## config.mk

```make
export PLATFORM = sky130hd
export DESIGN_NAME = cbsc_converter
export DESIGN_NICKNAME = d
export VERILOG_FILES = /design/src/verilog/cbsc_pkg.sv /design/src/verilog/cbsc_tick_div.sv /design/src/verilog/cbsc_range_sel.sv /design/src/verilog/cbsc_converter.sv
export SDC_FILE = /design/constraint.sdc
export NUM_CORES = 1
export LEC_CHECK = 0
export BUFFER_PORTS_ARGS = -buffer_cell sky130_fd_sc_hd__buf_2
export CAP_MARGIN = 10
export CELL_PAD_IN_SITES_DETAIL_PLACEMENT = 1
export CELL_PAD_IN_SITES_GLOBAL_PLACEMENT = 1
export CORE_ASPECT_RATIO = 1.1
export CORE_MARGIN = 3
export CORE_UTILIZATION = 38
export DETAILED_ROUTE_END_ITERATION = 16
export GPL_TIMING_DRIVEN = 0
export PLACE_DENSITY_LB_ADDON = 0.1
export SETUP_SLACK_MARGIN = 0.5
export SYNTH_ARGS = -nofsm -noshare
export SYNTH_HDL_FRONTEND = slang
export SYNTH_SLANG_ARGS = --single-unit
```

## constraint.sdc

```tcl
create_clock -name clk_i -period 3.7 [get_ports clk_i]
set_input_delay 0.37 -clock clk_i [delete_from_list [all_inputs] [get_ports clk_i]]
set_output_delay 0.37 -clock clk_i [all_outputs]
set_load 0.005 [all_outputs]
```

## src/verilog/cbsc_pkg.sv

```systemverilog
// cbsc_pkg: constants and carrier types for the charge balance sensor converter.
// assumes a 100 MHz system clock and a synchronous, active-high reset.
package cbsc_pkg;
    // ==========================================================================
    // timing
    // ==========================================================================
    localparam int CBSC_CLK_MHZ        = 100;
    // acquisition wait after a range change, in ns (least time, rounds up)
    localparam int CBSC_ACQ_NS         = 5000;
    localparam int CBSC_ACQ_CYCLES     = (CBSC_ACQ_NS * CBSC_CLK_MHZ + 999) / 1000;
    // default sampling tick divider, in cycles
    localparam int CBSC_TICK_DIV_DEF   = 100;
    // default preset discharge periods
    localparam int CBSC_PRE_DIS_DEF    = 16;
    // default sample total: 2^16 beats a 12-bit converter
    localparam int CBSC_TOTAL_W        = 20;
    localparam logic [CBSC_TOTAL_W-1:0] CBSC_TOTAL_DEF = 20'h10000;
    // divider readout full scale
    localparam logic [7:0] CBSC_ADC_FULL = 8'hff;

    // ==========================================================================
    // types
    // ==========================================================================
    typedef enum logic {
        CBSC_MODE_BALANCE,   // release pin when below reference
        CBSC_MODE_DSIGMA     // drive pin high when below reference
    } cbsc_mode_t;

    typedef enum logic {
        CBSC_RANGE_HIGH,
        CBSC_RANGE_LOW
    } cbsc_range_t;

    // one two-way pin as its driven level and output enable
    typedef struct packed {
        logic out;
        logic oe;
    } cbsc_pin_t;

    // conversion result
    typedef struct packed {
        logic [CBSC_TOTAL_W-1:0] low_count;
        logic [CBSC_TOTAL_W-1:0] total;
    } cbsc_result_t;
endpackage : cbsc_pkg

```

## src/verilog/cbsc_tick_div.sv

```systemverilog
// cbsc_tick_div: periodic one-cycle enable from a programmable divider.
// assumes div_i is at least 1 and held steady while enabled.
`timescale 1ns/1ps
module cbsc_tick_div
    import cbsc_pkg::*;
#(
    parameter int W = 16
) (
    input  wire logic         clk_i,
    input  wire logic         sys_rst_i,
    input  wire logic         en_i,
    input  wire logic [W-1:0] div_i,
    output logic              tick_o
);
    logic [W-1:0] cnt_reg;
    logic [W-1:0] cnt_next;
    logic         tick_reg;
    logic         tick_next;

    // ==========================================================================
    // counter
    // ==========================================================================
    // restart on enable so the first tick lands a full period after start
    always_comb begin
        cnt_next  = cnt_reg;
        tick_next = 1'b0;
        if (!en_i) begin
            cnt_next = '0;
        end else if (cnt_reg + W'(1) >= div_i) begin
            cnt_next  = '0;
            tick_next = 1'b1;
        end else begin
            cnt_next = cnt_reg + W'(1);
        end
    end

    always_ff @(posedge clk_i) begin
        if (sys_rst_i) begin
            cnt_reg  <= '0;
            tick_reg <= 1'b0;
        end else begin
            cnt_reg  <= cnt_next;
            tick_reg <= tick_next;
        end
    end

    assign tick_o = tick_reg;
endmodule : cbsc_tick_div

```

## src/verilog/cbsc_range_sel.sv

```systemverilog
// cbsc_range_sel: drives the two range pins for divider readout and times
// the converter acquisition window after every range change.
// assumes the external converter is referenced to supply.
`timescale 1ns/1ps
module cbsc_range_sel
    import cbsc_pkg::*;
#(
    parameter int ACQ = CBSC_ACQ_CYCLES
) (
    input  wire logic        clk_i,
    input  wire logic        sys_rst_i,
    input  wire logic        active_i,
    input  wire cbsc_range_t range_i,
    output cbsc_pin_t        high_pin_o,
    output cbsc_pin_t        low_pin_o,
    output logic             ready_o
);
    cbsc_range_t  cur_reg;
    cbsc_range_t  cur_next;
    logic         act_reg;
    logic         act_next;
    logic [15:0]  wait_reg;
    logic [15:0]  wait_next;

    // ==========================================================================
    // range and acquisition wait
    // ==========================================================================
    // acquisition wait
    always_comb begin
        cur_next  = range_i;
        act_next  = active_i;
        wait_next = wait_reg;
        if (!active_i || range_i != cur_reg || !act_reg) begin
            wait_next = 16'(ACQ);
        end else if (wait_reg != 16'h0000) begin
            wait_next = wait_reg - 16'h0001;
        end
    end

    always_ff @(posedge clk_i) begin
        if (sys_rst_i) begin
            cur_reg  <= CBSC_RANGE_HIGH;
            act_reg  <= 1'b0;
            wait_reg <= 16'(ACQ);
        end else begin
            cur_reg  <= cur_next;
            act_reg  <= act_next;
            wait_reg <= wait_next;
        end
    end

    assign high_pin_o.out = 1'b1;
    assign high_pin_o.oe  = act_reg && cur_reg == CBSC_RANGE_HIGH;
    assign low_pin_o.out  = 1'b1;
    assign low_pin_o.oe   = act_reg && cur_reg == CBSC_RANGE_LOW;
    assign ready_o        = act_reg && wait_reg == 16'h0000;
endmodule : cbsc_range_sel

```

## src/verilog/cbsc_converter.sv

```systemverilog
// cbsc_converter: charge balancing / delta-sigma sensor converter control
// with an optional divider readout mode that drives the range pins.
// assumes a comparator output synchronous to clk_i, and an external
// converter whose 8-bit code is presented on adc_code_i.
`timescale 1ns/1ps

module cbsc_converter
    import cbsc_pkg::*;
#(
    parameter int TW     = CBSC_TOTAL_W,
    parameter int DIV_W  = 16,
    parameter int PRE_W  = 8,
    parameter int ACQ    = CBSC_ACQ_CYCLES
) (
    input  wire logic             clk_i,
    input  wire logic             sys_rst_i,
    input  wire logic             start_i,       // one-cycle request
    input  wire logic             calibrate_i,   // with start: run calibration
    input  wire cbsc_mode_t       mode_i,
    input  wire logic [TW-1:0]    total_i,       // preset sample total
    input  wire logic [TW-1:0]    expect_i,      // calibration target count
    input  wire logic [DIV_W-1:0] tick_div_i,
    input  wire logic [PRE_W-1:0] pre_dis_i,
    input  wire logic             cmp_above_i,   // node above reference level
    input  wire logic             range_en_i,    // divider readout active
    input  wire cbsc_range_t      range_i,
    input  wire logic [7:0]       adc_code_i,
    input  wire logic             adc_valid_i,
    output cbsc_pin_t             balance_or_low_range_pin_o,
    output cbsc_pin_t             sense_node_or_high_range_pin_o,
    output logic                  adc_start_o,
    output logic [7:0]            adc_code_o,
    output logic                  adc_done_o,
    output cbsc_result_t          result_o,
    output logic [TW-1:0]         cal_total_o,
    output logic                  busy_o,
    output logic                  done_o
);
    typedef enum logic [1:0] {
        CBSC_ST_IDLE,
        CBSC_ST_PRE,
        CBSC_ST_RUN
    } cbsc_state_t;

    cbsc_state_t     st_reg;
    cbsc_state_t     st_next;
    logic            cal_reg;
    logic            cal_next;
    logic [PRE_W-1:0] pre_reg;
    logic [PRE_W-1:0] pre_next;
    logic [TW-1:0]   smp_reg;
    logic [TW-1:0]   smp_next;
    logic [TW-1:0]   low_reg;
    logic [TW-1:0]   low_next;
    logic [TW-1:0]   total_reg;
    logic [TW-1:0]   total_next;
    logic [TW-1:0]   caltot_reg;
    logic [TW-1:0]   caltot_next;
    logic            caldone_reg;
    logic            caldone_next;
    cbsc_result_t    res_reg;
    cbsc_result_t    res_next;
    logic            done_reg;
    logic            done_next;
    cbsc_pin_t       bal_reg;
    cbsc_pin_t       bal_next;
    logic            tick;
    logic            range_ready;
    cbsc_pin_t       rng_high;
    cbsc_pin_t       rng_low;
    logic [7:0]      code_reg;
    logic [7:0]      code_next;
    logic            cdone_reg;
    logic            cdone_next;
    logic            adc_pend_reg;
    logic            adc_pend_next;

    // ==========================================================================
    // sampling tick
    // ==========================================================================
    // timer tick only
    cbsc_tick_div #(
        .W (DIV_W)
    ) u_tick (
        .clk_i     (clk_i),
        .sys_rst_i (sys_rst_i),
        .en_i      (st_reg != CBSC_ST_IDLE),
        .div_i     (tick_div_i),
        .tick_o    (tick)
    );

    // ==========================================================================
    // divider readout range pins
    // ==========================================================================
    cbsc_range_sel #(
        .ACQ (ACQ)
    ) u_range (
        .clk_i      (clk_i),
        .sys_rst_i  (sys_rst_i),
        .active_i   (range_en_i && st_reg == CBSC_ST_IDLE),
        .range_i    (range_i),
        .high_pin_o (rng_high),
        .low_pin_o  (rng_low),
        .ready_o    (range_ready)
    );

    // ==========================================================================
    // conversion sequence
    // ==========================================================================
    // in pre-discharge and run, counters and pin state advance only on the sampling tick
    always_comb begin
        st_next      = st_reg;
        cal_next     = cal_reg;
        pre_next     = pre_reg;
        smp_next     = smp_reg;
        low_next     = low_reg;
        total_next   = total_reg;
        caltot_next  = caltot_reg;
        caldone_next = caldone_reg;
        res_next     = res_reg;
        done_next    = 1'b0;
        bal_next     = bal_reg;
        unique case (st_reg)
            CBSC_ST_IDLE: begin
                bal_next = '{out: 1'b0, oe: 1'b0};
                if (start_i && !range_en_i) begin
                    smp_next = '0;
                    low_next = '0;
                    cal_next = calibrate_i;
                    total_next = (caldone_reg && !calibrate_i) ? caltot_reg : total_i;
                    pre_next   = pre_dis_i;
                    bal_next = '{out: 1'b0, oe: 1'b1};
                    st_next  = (pre_dis_i == '0) ? CBSC_ST_RUN : CBSC_ST_PRE;
                end
            end
            CBSC_ST_PRE: begin
                if (tick) begin
                    pre_next = pre_reg - PRE_W'(1);
                    if (pre_reg == PRE_W'(1)) begin
                        st_next = CBSC_ST_RUN;
                    end
                end
            end
            CBSC_ST_RUN: begin
                if (tick) begin
                    smp_next = smp_reg + TW'(1);
                    if (cmp_above_i) begin
                        bal_next = '{out: 1'b0, oe: 1'b1};
                        low_next = low_reg + TW'(1);
                    end else if (mode_i == CBSC_MODE_DSIGMA) begin
                        bal_next = '{out: 1'b1, oe: 1'b1};
                    end else begin
                        bal_next = '{out: 1'b0, oe: 1'b0};
                    end
                    if (cal_reg) begin
                        if (low_next >= expect_i || smp_next == '1) begin
                            caltot_next  = smp_next;
                            caldone_next = 1'b1;
                            st_next      = CBSC_ST_IDLE;
                            done_next    = 1'b1;
                            res_next = '{low_count: low_next, total: smp_next};
                        end
                    end else if (smp_next >= total_reg) begin
                        res_next  = '{low_count: low_next, total: smp_next};
                        done_next = 1'b1;
                        st_next   = CBSC_ST_IDLE;
                    end
                end
            end
            default: st_next = CBSC_ST_IDLE;
        endcase
    end

    always_ff @(posedge clk_i) begin
        if (sys_rst_i) begin
            st_reg      <= CBSC_ST_IDLE;
            cal_reg     <= 1'b0;
            pre_reg     <= '0;
            smp_reg     <= '0;
            low_reg     <= '0;
            total_reg   <= CBSC_TOTAL_DEF;
            caltot_reg  <= CBSC_TOTAL_DEF;
            caldone_reg <= 1'b0;
            res_reg     <= '0;
            done_reg    <= 1'b0;
            bal_reg     <= '0;
        end else begin
            st_reg      <= st_next;
            cal_reg     <= cal_next;
            pre_reg     <= pre_next;
            smp_reg     <= smp_next;
            low_reg     <= low_next;
            total_reg   <= total_next;
            caltot_reg  <= caltot_next;
            caldone_reg <= caldone_next;
            res_reg     <= res_next;
            done_reg    <= done_next;
            bal_reg     <= bal_next;
        end
    end

    // ==========================================================================
    // divider readout conversion
    // ==========================================================================
    // code = sensor share x full scale; start only after acquisition
    always_comb begin
        adc_pend_next = adc_pend_reg;
        code_next     = code_reg;
        cdone_next    = 1'b0;
        if (!range_ready) begin
            adc_pend_next = 1'b0;
        end else if (start_i && !adc_pend_reg) begin
            adc_pend_next = 1'b1;
        end else if (adc_pend_reg && adc_valid_i) begin
            adc_pend_next = 1'b0;
            code_next     = (adc_code_i > CBSC_ADC_FULL) ? CBSC_ADC_FULL : adc_code_i;
            cdone_next    = 1'b1;
        end
    end

    always_ff @(posedge clk_i) begin
        if (sys_rst_i) begin
            adc_pend_reg <= 1'b0;
            code_reg     <= '0;
            cdone_reg    <= 1'b0;
        end else begin
            adc_pend_reg <= adc_pend_next;
            code_reg     <= code_next;
            cdone_reg    <= cdone_next;
        end
    end

    // ==========================================================================
    // outputs
    // ==========================================================================
    // range pins take the shared pins only while divider readout is enabled and the conversion sequence is idle
    assign balance_or_low_range_pin_o     = (st_reg == CBSC_ST_IDLE && range_en_i) ? rng_low
                                                                                 : bal_reg;
    assign sense_node_or_high_range_pin_o = (st_reg == CBSC_ST_IDLE && range_en_i) ? rng_high
                                                                                 : '0;
    assign adc_start_o = range_ready && start_i && !adc_pend_reg;
    assign adc_code_o  = code_reg;
    assign adc_done_o  = cdone_reg;
    assign result_o    = res_reg;
    assign cal_total_o = caltot_reg;
    assign busy_o      = st_reg != CBSC_ST_IDLE;
    assign done_o      = done_reg;
endmodule : cbsc_converter

```

==> metrics, run 1 <==
R2R cell count 17; M2 GR Usage around two fifths; Static Leak 5.707 nW; Netlist cell types 59; Post-Place Setup Slack -1032 ps; Min-Delay Startpoint adc_code_i[3]; DR vias/cell 5.384; CP arrival roughly 4000 ps; Fin Setup TNS 0 ps; Final Routed Wirelength between 30 and 40 mm; CTS Buffer Depth 2; hold_ws 160.9 ps; total chip power 4.230 mW; Initial Util between 30% and 40%; Crit path required time 4010 ps; Main synth FF type dfxtp_1; Int Pwr 3.066 mW; CP Capture Point cal_total_o[7]$_SDFFE_PP0P_; post-synth design cell area 0.009393 sq mm; Vias 9045; Clock Sinks 180; CTS tree yes; PD cells 329.0 mW/mm^2; syn_area_per_cell 8.470 sq um; sw frac approximately 28%; fin crit share 99.62%; Switch Pwr 1.164 mW; Synth warnings 0; Clk Latency, worst-skew pair approximately 440 ps; Final Setup Violations 0; unrepaired setup endpoints after global routing true; Root Driver clkbuf_16; EDFF count, synth 0; Setup crit start kind register; post-synth top area share 38.36%; CTS buffer count 17; wire length per cell 19.39 microns; post-synthesis register bit count 180; I/O pin total 157; # hold bufs at CTS 0; fmax 0.2713 GHz; final instance area 0.01286 sq mm; # port buffers 154; DRC 0; max-cap viol count 0; Reg2Reg Launch Point smp_reg[3]$_SDFFE_PP0P_; register area share after synthesis 38.36%; antenna diode count 0; worst r2r dst cal_total_o[7]$_SDFFE_PP0P_; Final ANT Viol Nets 0; Slew headroom between 20% and 30%; Clock Skew 13.28 ps; die area 0.02664 sq mm; RD Place Congestion roughly 0.85; max-slew violation count 0; Non-Filler Instances between 1500 and 2000; Synth area leader dfxtp_1; Net Count, Synth 1253; Tot GR Track Use 23.85%; Worst Max-Slew Pin Slew roughly 1100 ps; DRT iter0 DRCs 378; vias in the first global route 9313; first-pass GRT wire length 50.17 mm; GR peak layer met2; core area 0.02399 sq mm; clock power share 44.3%; Worst-path clk slew around 80 ps; fin crit period around 3700 ps; Crit Path Class reg2reg; Synth Instances 1109; Post-DP HPWL 22.12 mm; Crit. End Element register; synth-to-layout area growth 36.87%; sequential share of power approximately 47%; htree depth 4; critical path peak fanout 10; layout cells sized above 1 30.04%; largest net degree at the start of global routing 19; VDD IR max roughly 200 uV; async set or reset register ratio after synthesis 0%; cell count after placement ~1600; grt ovf 0; initial antenna violation count 1; max reg flops 40; status finished, final reports clean; met1 GRT Util 29.99%; die height 170.9 microns; Final Hold Vio Count 0; placed cell areas between 0.01 and 0.015 sq mm; chip width about 160 microns; R2R Setup Slk 10 ps; Combinational Power Share 8.8%; Pre-Repair DR Iteration Count 4; Nets 1506; row cnt 59; largest cells by area after synthesis dfxtp_1 38%, ha_1 8.4%, nor2_1 7.6%; crit path launch smp_reg[3]$_SDFFE_PP0P_; Final Util 53.59%; worst min-delay path category in2reg; min setup slack post-route 14.08 ps; met3 Track Usage GR between 3 and 4%
timing repair:
action,CTS,global route
pin swaps,38,25
buffers inserted,53,20
setup endpoints to repair,80,81
gates cloned,4,3
gates resized for setup,109,66
cells in the final DEF, fill, tap and decap left out, types with 12 or more instances in the layout:
cell type / count
buf_4: 64
a21oi_1: 43
inv_1: 76
dfxtp_1: 162
xnor2_1: 22
a22oi_1: 29
nor2_1: 169
a21o_1: 14
clkbuf_1: 39
nor2b_1: 14
xor2_1: 17
buf_2: 154
a211oi_1: 35
ha_1: 57
clkbuf_16: 18
buf_6: 17
nand4_1: 12
o21ai_0: 30
nand2_1: 47
nand3_1: 25
nor3_1: 35
mux2i_1: 64
logic make-up (layout without fill, tap and decap cells):
group                      after synthesis  after routing  synth area share [%]
adders and majority gates               64             64                 8.499
muxes                                   64             64                 6.820
xor gates and xnor gates                59             59                 5.501
and+or+nand+nor                        412            412                 21.03
buffers and inverters                  134            400                 5.794
AOI/OAI and AO/OA                      196            196                 13.99
DFF                                    180            180                 38.36
power by group through the flow:
stage	clock network (mW)	logic, mW	registers, mW
6_report	1.87	0.371	1.99
5_1_grt	2.00	0.417	1.99
4_1_cts	1.91	0.359	1.99
3_5_place_dp	0	0.342	2.04
3_3_place_gp	0	0.334	2.04
2_1_floorplan	0	0.209	2.03
worst min-delay path by stage:
stage,endpoint,slack (ps),cells after the start
finish,adc_code_o[3]$_SDFFE_PP0P_,160,3
detailed placement,total_reg[16]$_SDFFE_PP1P_,450,1
CTS,adc_code_o[6]$_SDFFE_PP0P_,150,3
global route,adc_code_o[3]$_SDFFE_PP0P_,160,3
floorplan,total_reg[16]$_SDFFE_PP1P_,440,1
global placement,total_reg[16]$_SDFFE_PP1P_,450,1
Yosys cell counts, drive strengths merged (2+ instances only):
cell	instances
a2111oi	2
a211oi	46
a21o	14
a21oi	46
a22oi	29
a311oi	2
a31oi	5
a41oi	3
and2	4
and3	15
and4	5
buf	13
clkbuf	45
dfxtp	180
ha	63
inv	76
mux2i	64
nand2	50
nand2b	6
nand3	29
nand3b	4
nand4	13
nor2	190
nor2b	18
nor3	41
nor3b	5
nor4	12
o211ai	3
o21ai	32
o22ai	2
o311ai	2
o31ai	2
or3	8
or4	9
xnor2	29
xor2	30
per-layer routing:
layer	part of all wire [%]	vias up
met1	44	4456
met3	3.3	50
met5	0.040	-
li1	-	4374
met2	50	163
met4	2.3	2
critical path, stage by stage (launching register included):
cell       delay, ps
dfxtp_4          390
nand3_2          140
buf_6            180
or3_4            400
nor3_4           150
buf_4            140
buf_4             90
buf_4             90
buf_4            100
buf_4            100
buf_4             90
buf_4             90
o211ai_1          90
or4_4            600
a21oi_4          420
clkbuf_16        240
mux2i_1          190
nor2_1            50
final cells by class:
cell class | count | area (sq um)
Fill cell | 2790 | 11140
Multi-Input combinational cell | 795 | 6027
Sequential cell | 180 | 3646
Timing Repair Buffer | 234 | 1528
Clock buffer | 17 | 425.4
Buffer | 58 | 394.1
Tap cell | 305 | 381.6
Inverter | 76 | 285.3
Clock inverter | 15 | 168.9
Power figures use the tool's default switching activity.
==> run 2, diff against run 1 <==
Settings changed: BUFFER_PORTS_ARGS -buffer_cell sky130_fd_sc_hd__buf_2 to -buffer_cell sky130_fd_sc_hd__clkbuf_2, SLEW_MARGIN from default to 20.
==> run 2 against run 1 <==
Effect of this change: the flow now finishes with violations (setup timing); sequential share of layout area barely moved; critical endpoint is now result_o[36]$_SDFFE_PP0P_; routed wire length decreased by 0.71%; register-to-register slack lost 90 ps; sequential power barely moved; maximum frequency decreased by 2.3%; clock power is 9% higher; combinational power increased by 3%.
==> metrics, run 2 (synthesis gave the netlist of run 1 again) <==
Final Routed Wirelength 32.34 mm; CTS Buffer Depth 2; Worst path slowest cell dfxtp_4; core area 0.02399 sq mm; Final Setup Violations 11; grt ovf 0; crit path launch smp_reg[0]$_SDFFE_PP0P_; Reg2Reg Launch Point smp_reg[0]$_SDFFE_PP0P_; worst r2r dst result_o[36]$_SDFFE_PP0P_; Final ANT Viol Nets 0; R2R cell count 18; Root Driver clkbuf_16; Crit path required time roughly 4000 ps; layout cells sized above 1 30.54%; cell count after placement 1568; Static Leak around 5.6 nW; CP arrival 4070 ps; Tot GR Track Use 22.96%; die height 170.9 microns; CTS tree yes; metal3 WL ~1.1 mm; die area approximately 0.027 sq mm; chip width 155.9 microns; Slew headroom 39.59%; fill count around 2800; met2 wire len 16.47 mm; Crit. End Element register; placed cell areas 0.01076 sq mm; R2R Setup Slk -70 ps; Non-Filler Instances roughly 1700; most frequent cells in the layout 164 x nor2_1, 164 x dfxtp_1, 157 x clkbuf_2, 75 x inv_1, 60 x mux2i_1; critical path peak fanout 7; final instance area 0.01283 sq mm; Initial Util 39.15%; Worst Max-Slew Pin Slew 906.2 ps; DR vias/cell approximately 5.4; # port buffers approximately 150; Min-Delay Startpoint adc_code_i[5]; Top delay family on crit path simple AND/OR/NAND/NOR gates; DRC 0; wire length per cell 19.43 microns; Clock Sinks 180; first-pass GRT wire length 48.51 mm; crit path cell chain ha_4, buf_6, nand4_1, buf_6, nor3_4, nand2_2, xnor2_4, ha_4, nand4_1, nor3_4, o311ai_4, a31oi_4, o41ai_4, a31oi_4, buf_12, clkbuf_16, mux2i_1, nor2_1; synth-to-layout area growth 36.58%; max reg flops 40; fin crit share 102.0%; max-cap viol count 0; area used by multi-input combinational logic slightly above 0.006 sq mm; Setup crit start kind register; VDD IR max between 200 and 250 uV; fmax 0.2650 GHz; register cell area after layout 0.003638 sq mm; min setup slack post-route -74.05 ps; RD Place Congestion 0.8336; Buf/Inv on CP 4; failing checks setup timing; antenna diode count 0; Worst-path clk slew 70 ps; Hold Crit Endpoint adc_code_o[5]$_SDFFE_PP0P_; max-slew violation count 0; CTS buffer count 17; Clk Latency, worst-skew pair ~440 ps; largest net degree at the start of global routing 17; Crit Path Class reg2reg; DR top layer met5; Final Hold Vio Count 0; worst hold stages 3; PD cells 342.9 mW/mm^2; status finished with violations; Post-DP HPWL ~22 mm; Pre-Repair DR Iteration Count 5; Clock Skew about 16 ps; vias in the first global route 9131; row cnt 59; htree depth 4; max incr delay on CP 400 ps; fin crit period between 3000 and 4000 ps; I/O pin total roughly 160; worst min-delay path category in2reg; initial antenna violation count 1; DRT iter0 DRCs 361; Vias roughly 9000; routed length on met1 14.26 mm; Nets 1490; unrepaired setup endpoints after global routing true
-- run 2: changes by cell type in the layout (fill, tap and decap cells not counted), sizes merged --
| cell | before | now |
|---|---|---|
| buf | 248 | 78 |
| clkinvlp | 3 | 2 |
| clkbuf | 61 | 217 |
| bufinv | 1 | 4 |
| inv | 83 | 79 |
-- run 2: area by class of cell --
| cell class | count | area share (%) |
|---|---|---|
| Multi-Input combinational cell | 795 | 47.70 |
| Sequential cell | 180 | 28.36 |
| Timing Repair Buffer | 218 | 10.77 |
| Clock buffer | 19 | 3.531 |
| Tap cell | 305 | 2.975 |
| Buffer | 58 | 2.916 |
| Inverter | 76 | 2.224 |
| Clock inverter | 13 | 1.521 |
-- run 2: report_power, final --
| group | internal, mW | switching, mW | total (mW) |
|---|---|---|---|
| clock network | 1.18 | 0.847 | 2.03 |
| logic | 0.144 | 0.239 | 0.383 |
| registers | 1.96 | 0.0257 | 1.99 |
-- run 2: stage by stage --
step	total power, mW	utilization, %	worst slack (ps)	hold slack [ps]	TNS, ps
after floorplan	2.237	-	256.3	435.4	0
after global placement	2.369	44.86	-1060	448.5	-45100
after detailed placement	2.377	44.86	-1096	463.8	-47950
after CTS	4.399	50.10	-88.22	156.4	-796.7
after global routing	4.560	53.47	-261.6	178.4	-6838
final	4.399	53.47	-74.05	172.0	-202.0
-- run 2: what timing repair did --
item                                    CTS  global route
setup buffers                            26            34
pin swaps                                28            40
hold buffers                              0             0
endpoints found under the setup margin   88            82
resized for setup                        73           114
gates cloned                              2             2
-- run 2: worst max-delay path by stage --
stage	to	slack [ps]	depth (start not counted)
after global placement	result_o[24]$_SDFFE_PP0P_	-1060	16
after CTS	st_reg[1]$_SDFFE_PP0P_	-90	17
after floorplan	st_reg[1]$_SDFFE_PP0P_	260	16
after global routing	result_o[36]$_SDFFE_PP0P_	-260	17
after detailed placement	result_o[32]$_SDFFE_PP0P_	-1100	16
final	result_o[36]$_SDFFE_PP0P_	-70	18
-- run 2: worst register-to-register path, stage by stage (launching register included) --
cell	delay, ps
dfxtp_4	400
ha_4	140
buf_6	100
nand4_1	110
buf_6	170
nor3_4	200
nand2_2	120
xnor2_4	170
ha_4	260
nand4_1	230
nor3_4	320
o311ai_4	150
a31oi_4	250
o41ai_4	110
a31oi_4	240
buf_12	190
clkbuf_16	170
mux2i_1	240
nor2_1	60
-- run 2: metal layers --
| metal | vias to the layer above | GRT usage, % |
|---|---|---|
| met2 | 168 | 39.92 |
| li1 | 4339 | - |
| met1 | 4409 | 29.44 |
| met5 | - | 0 |
| met4 | 2 | 6.221 |
| met3 | 38 | 3.921 |
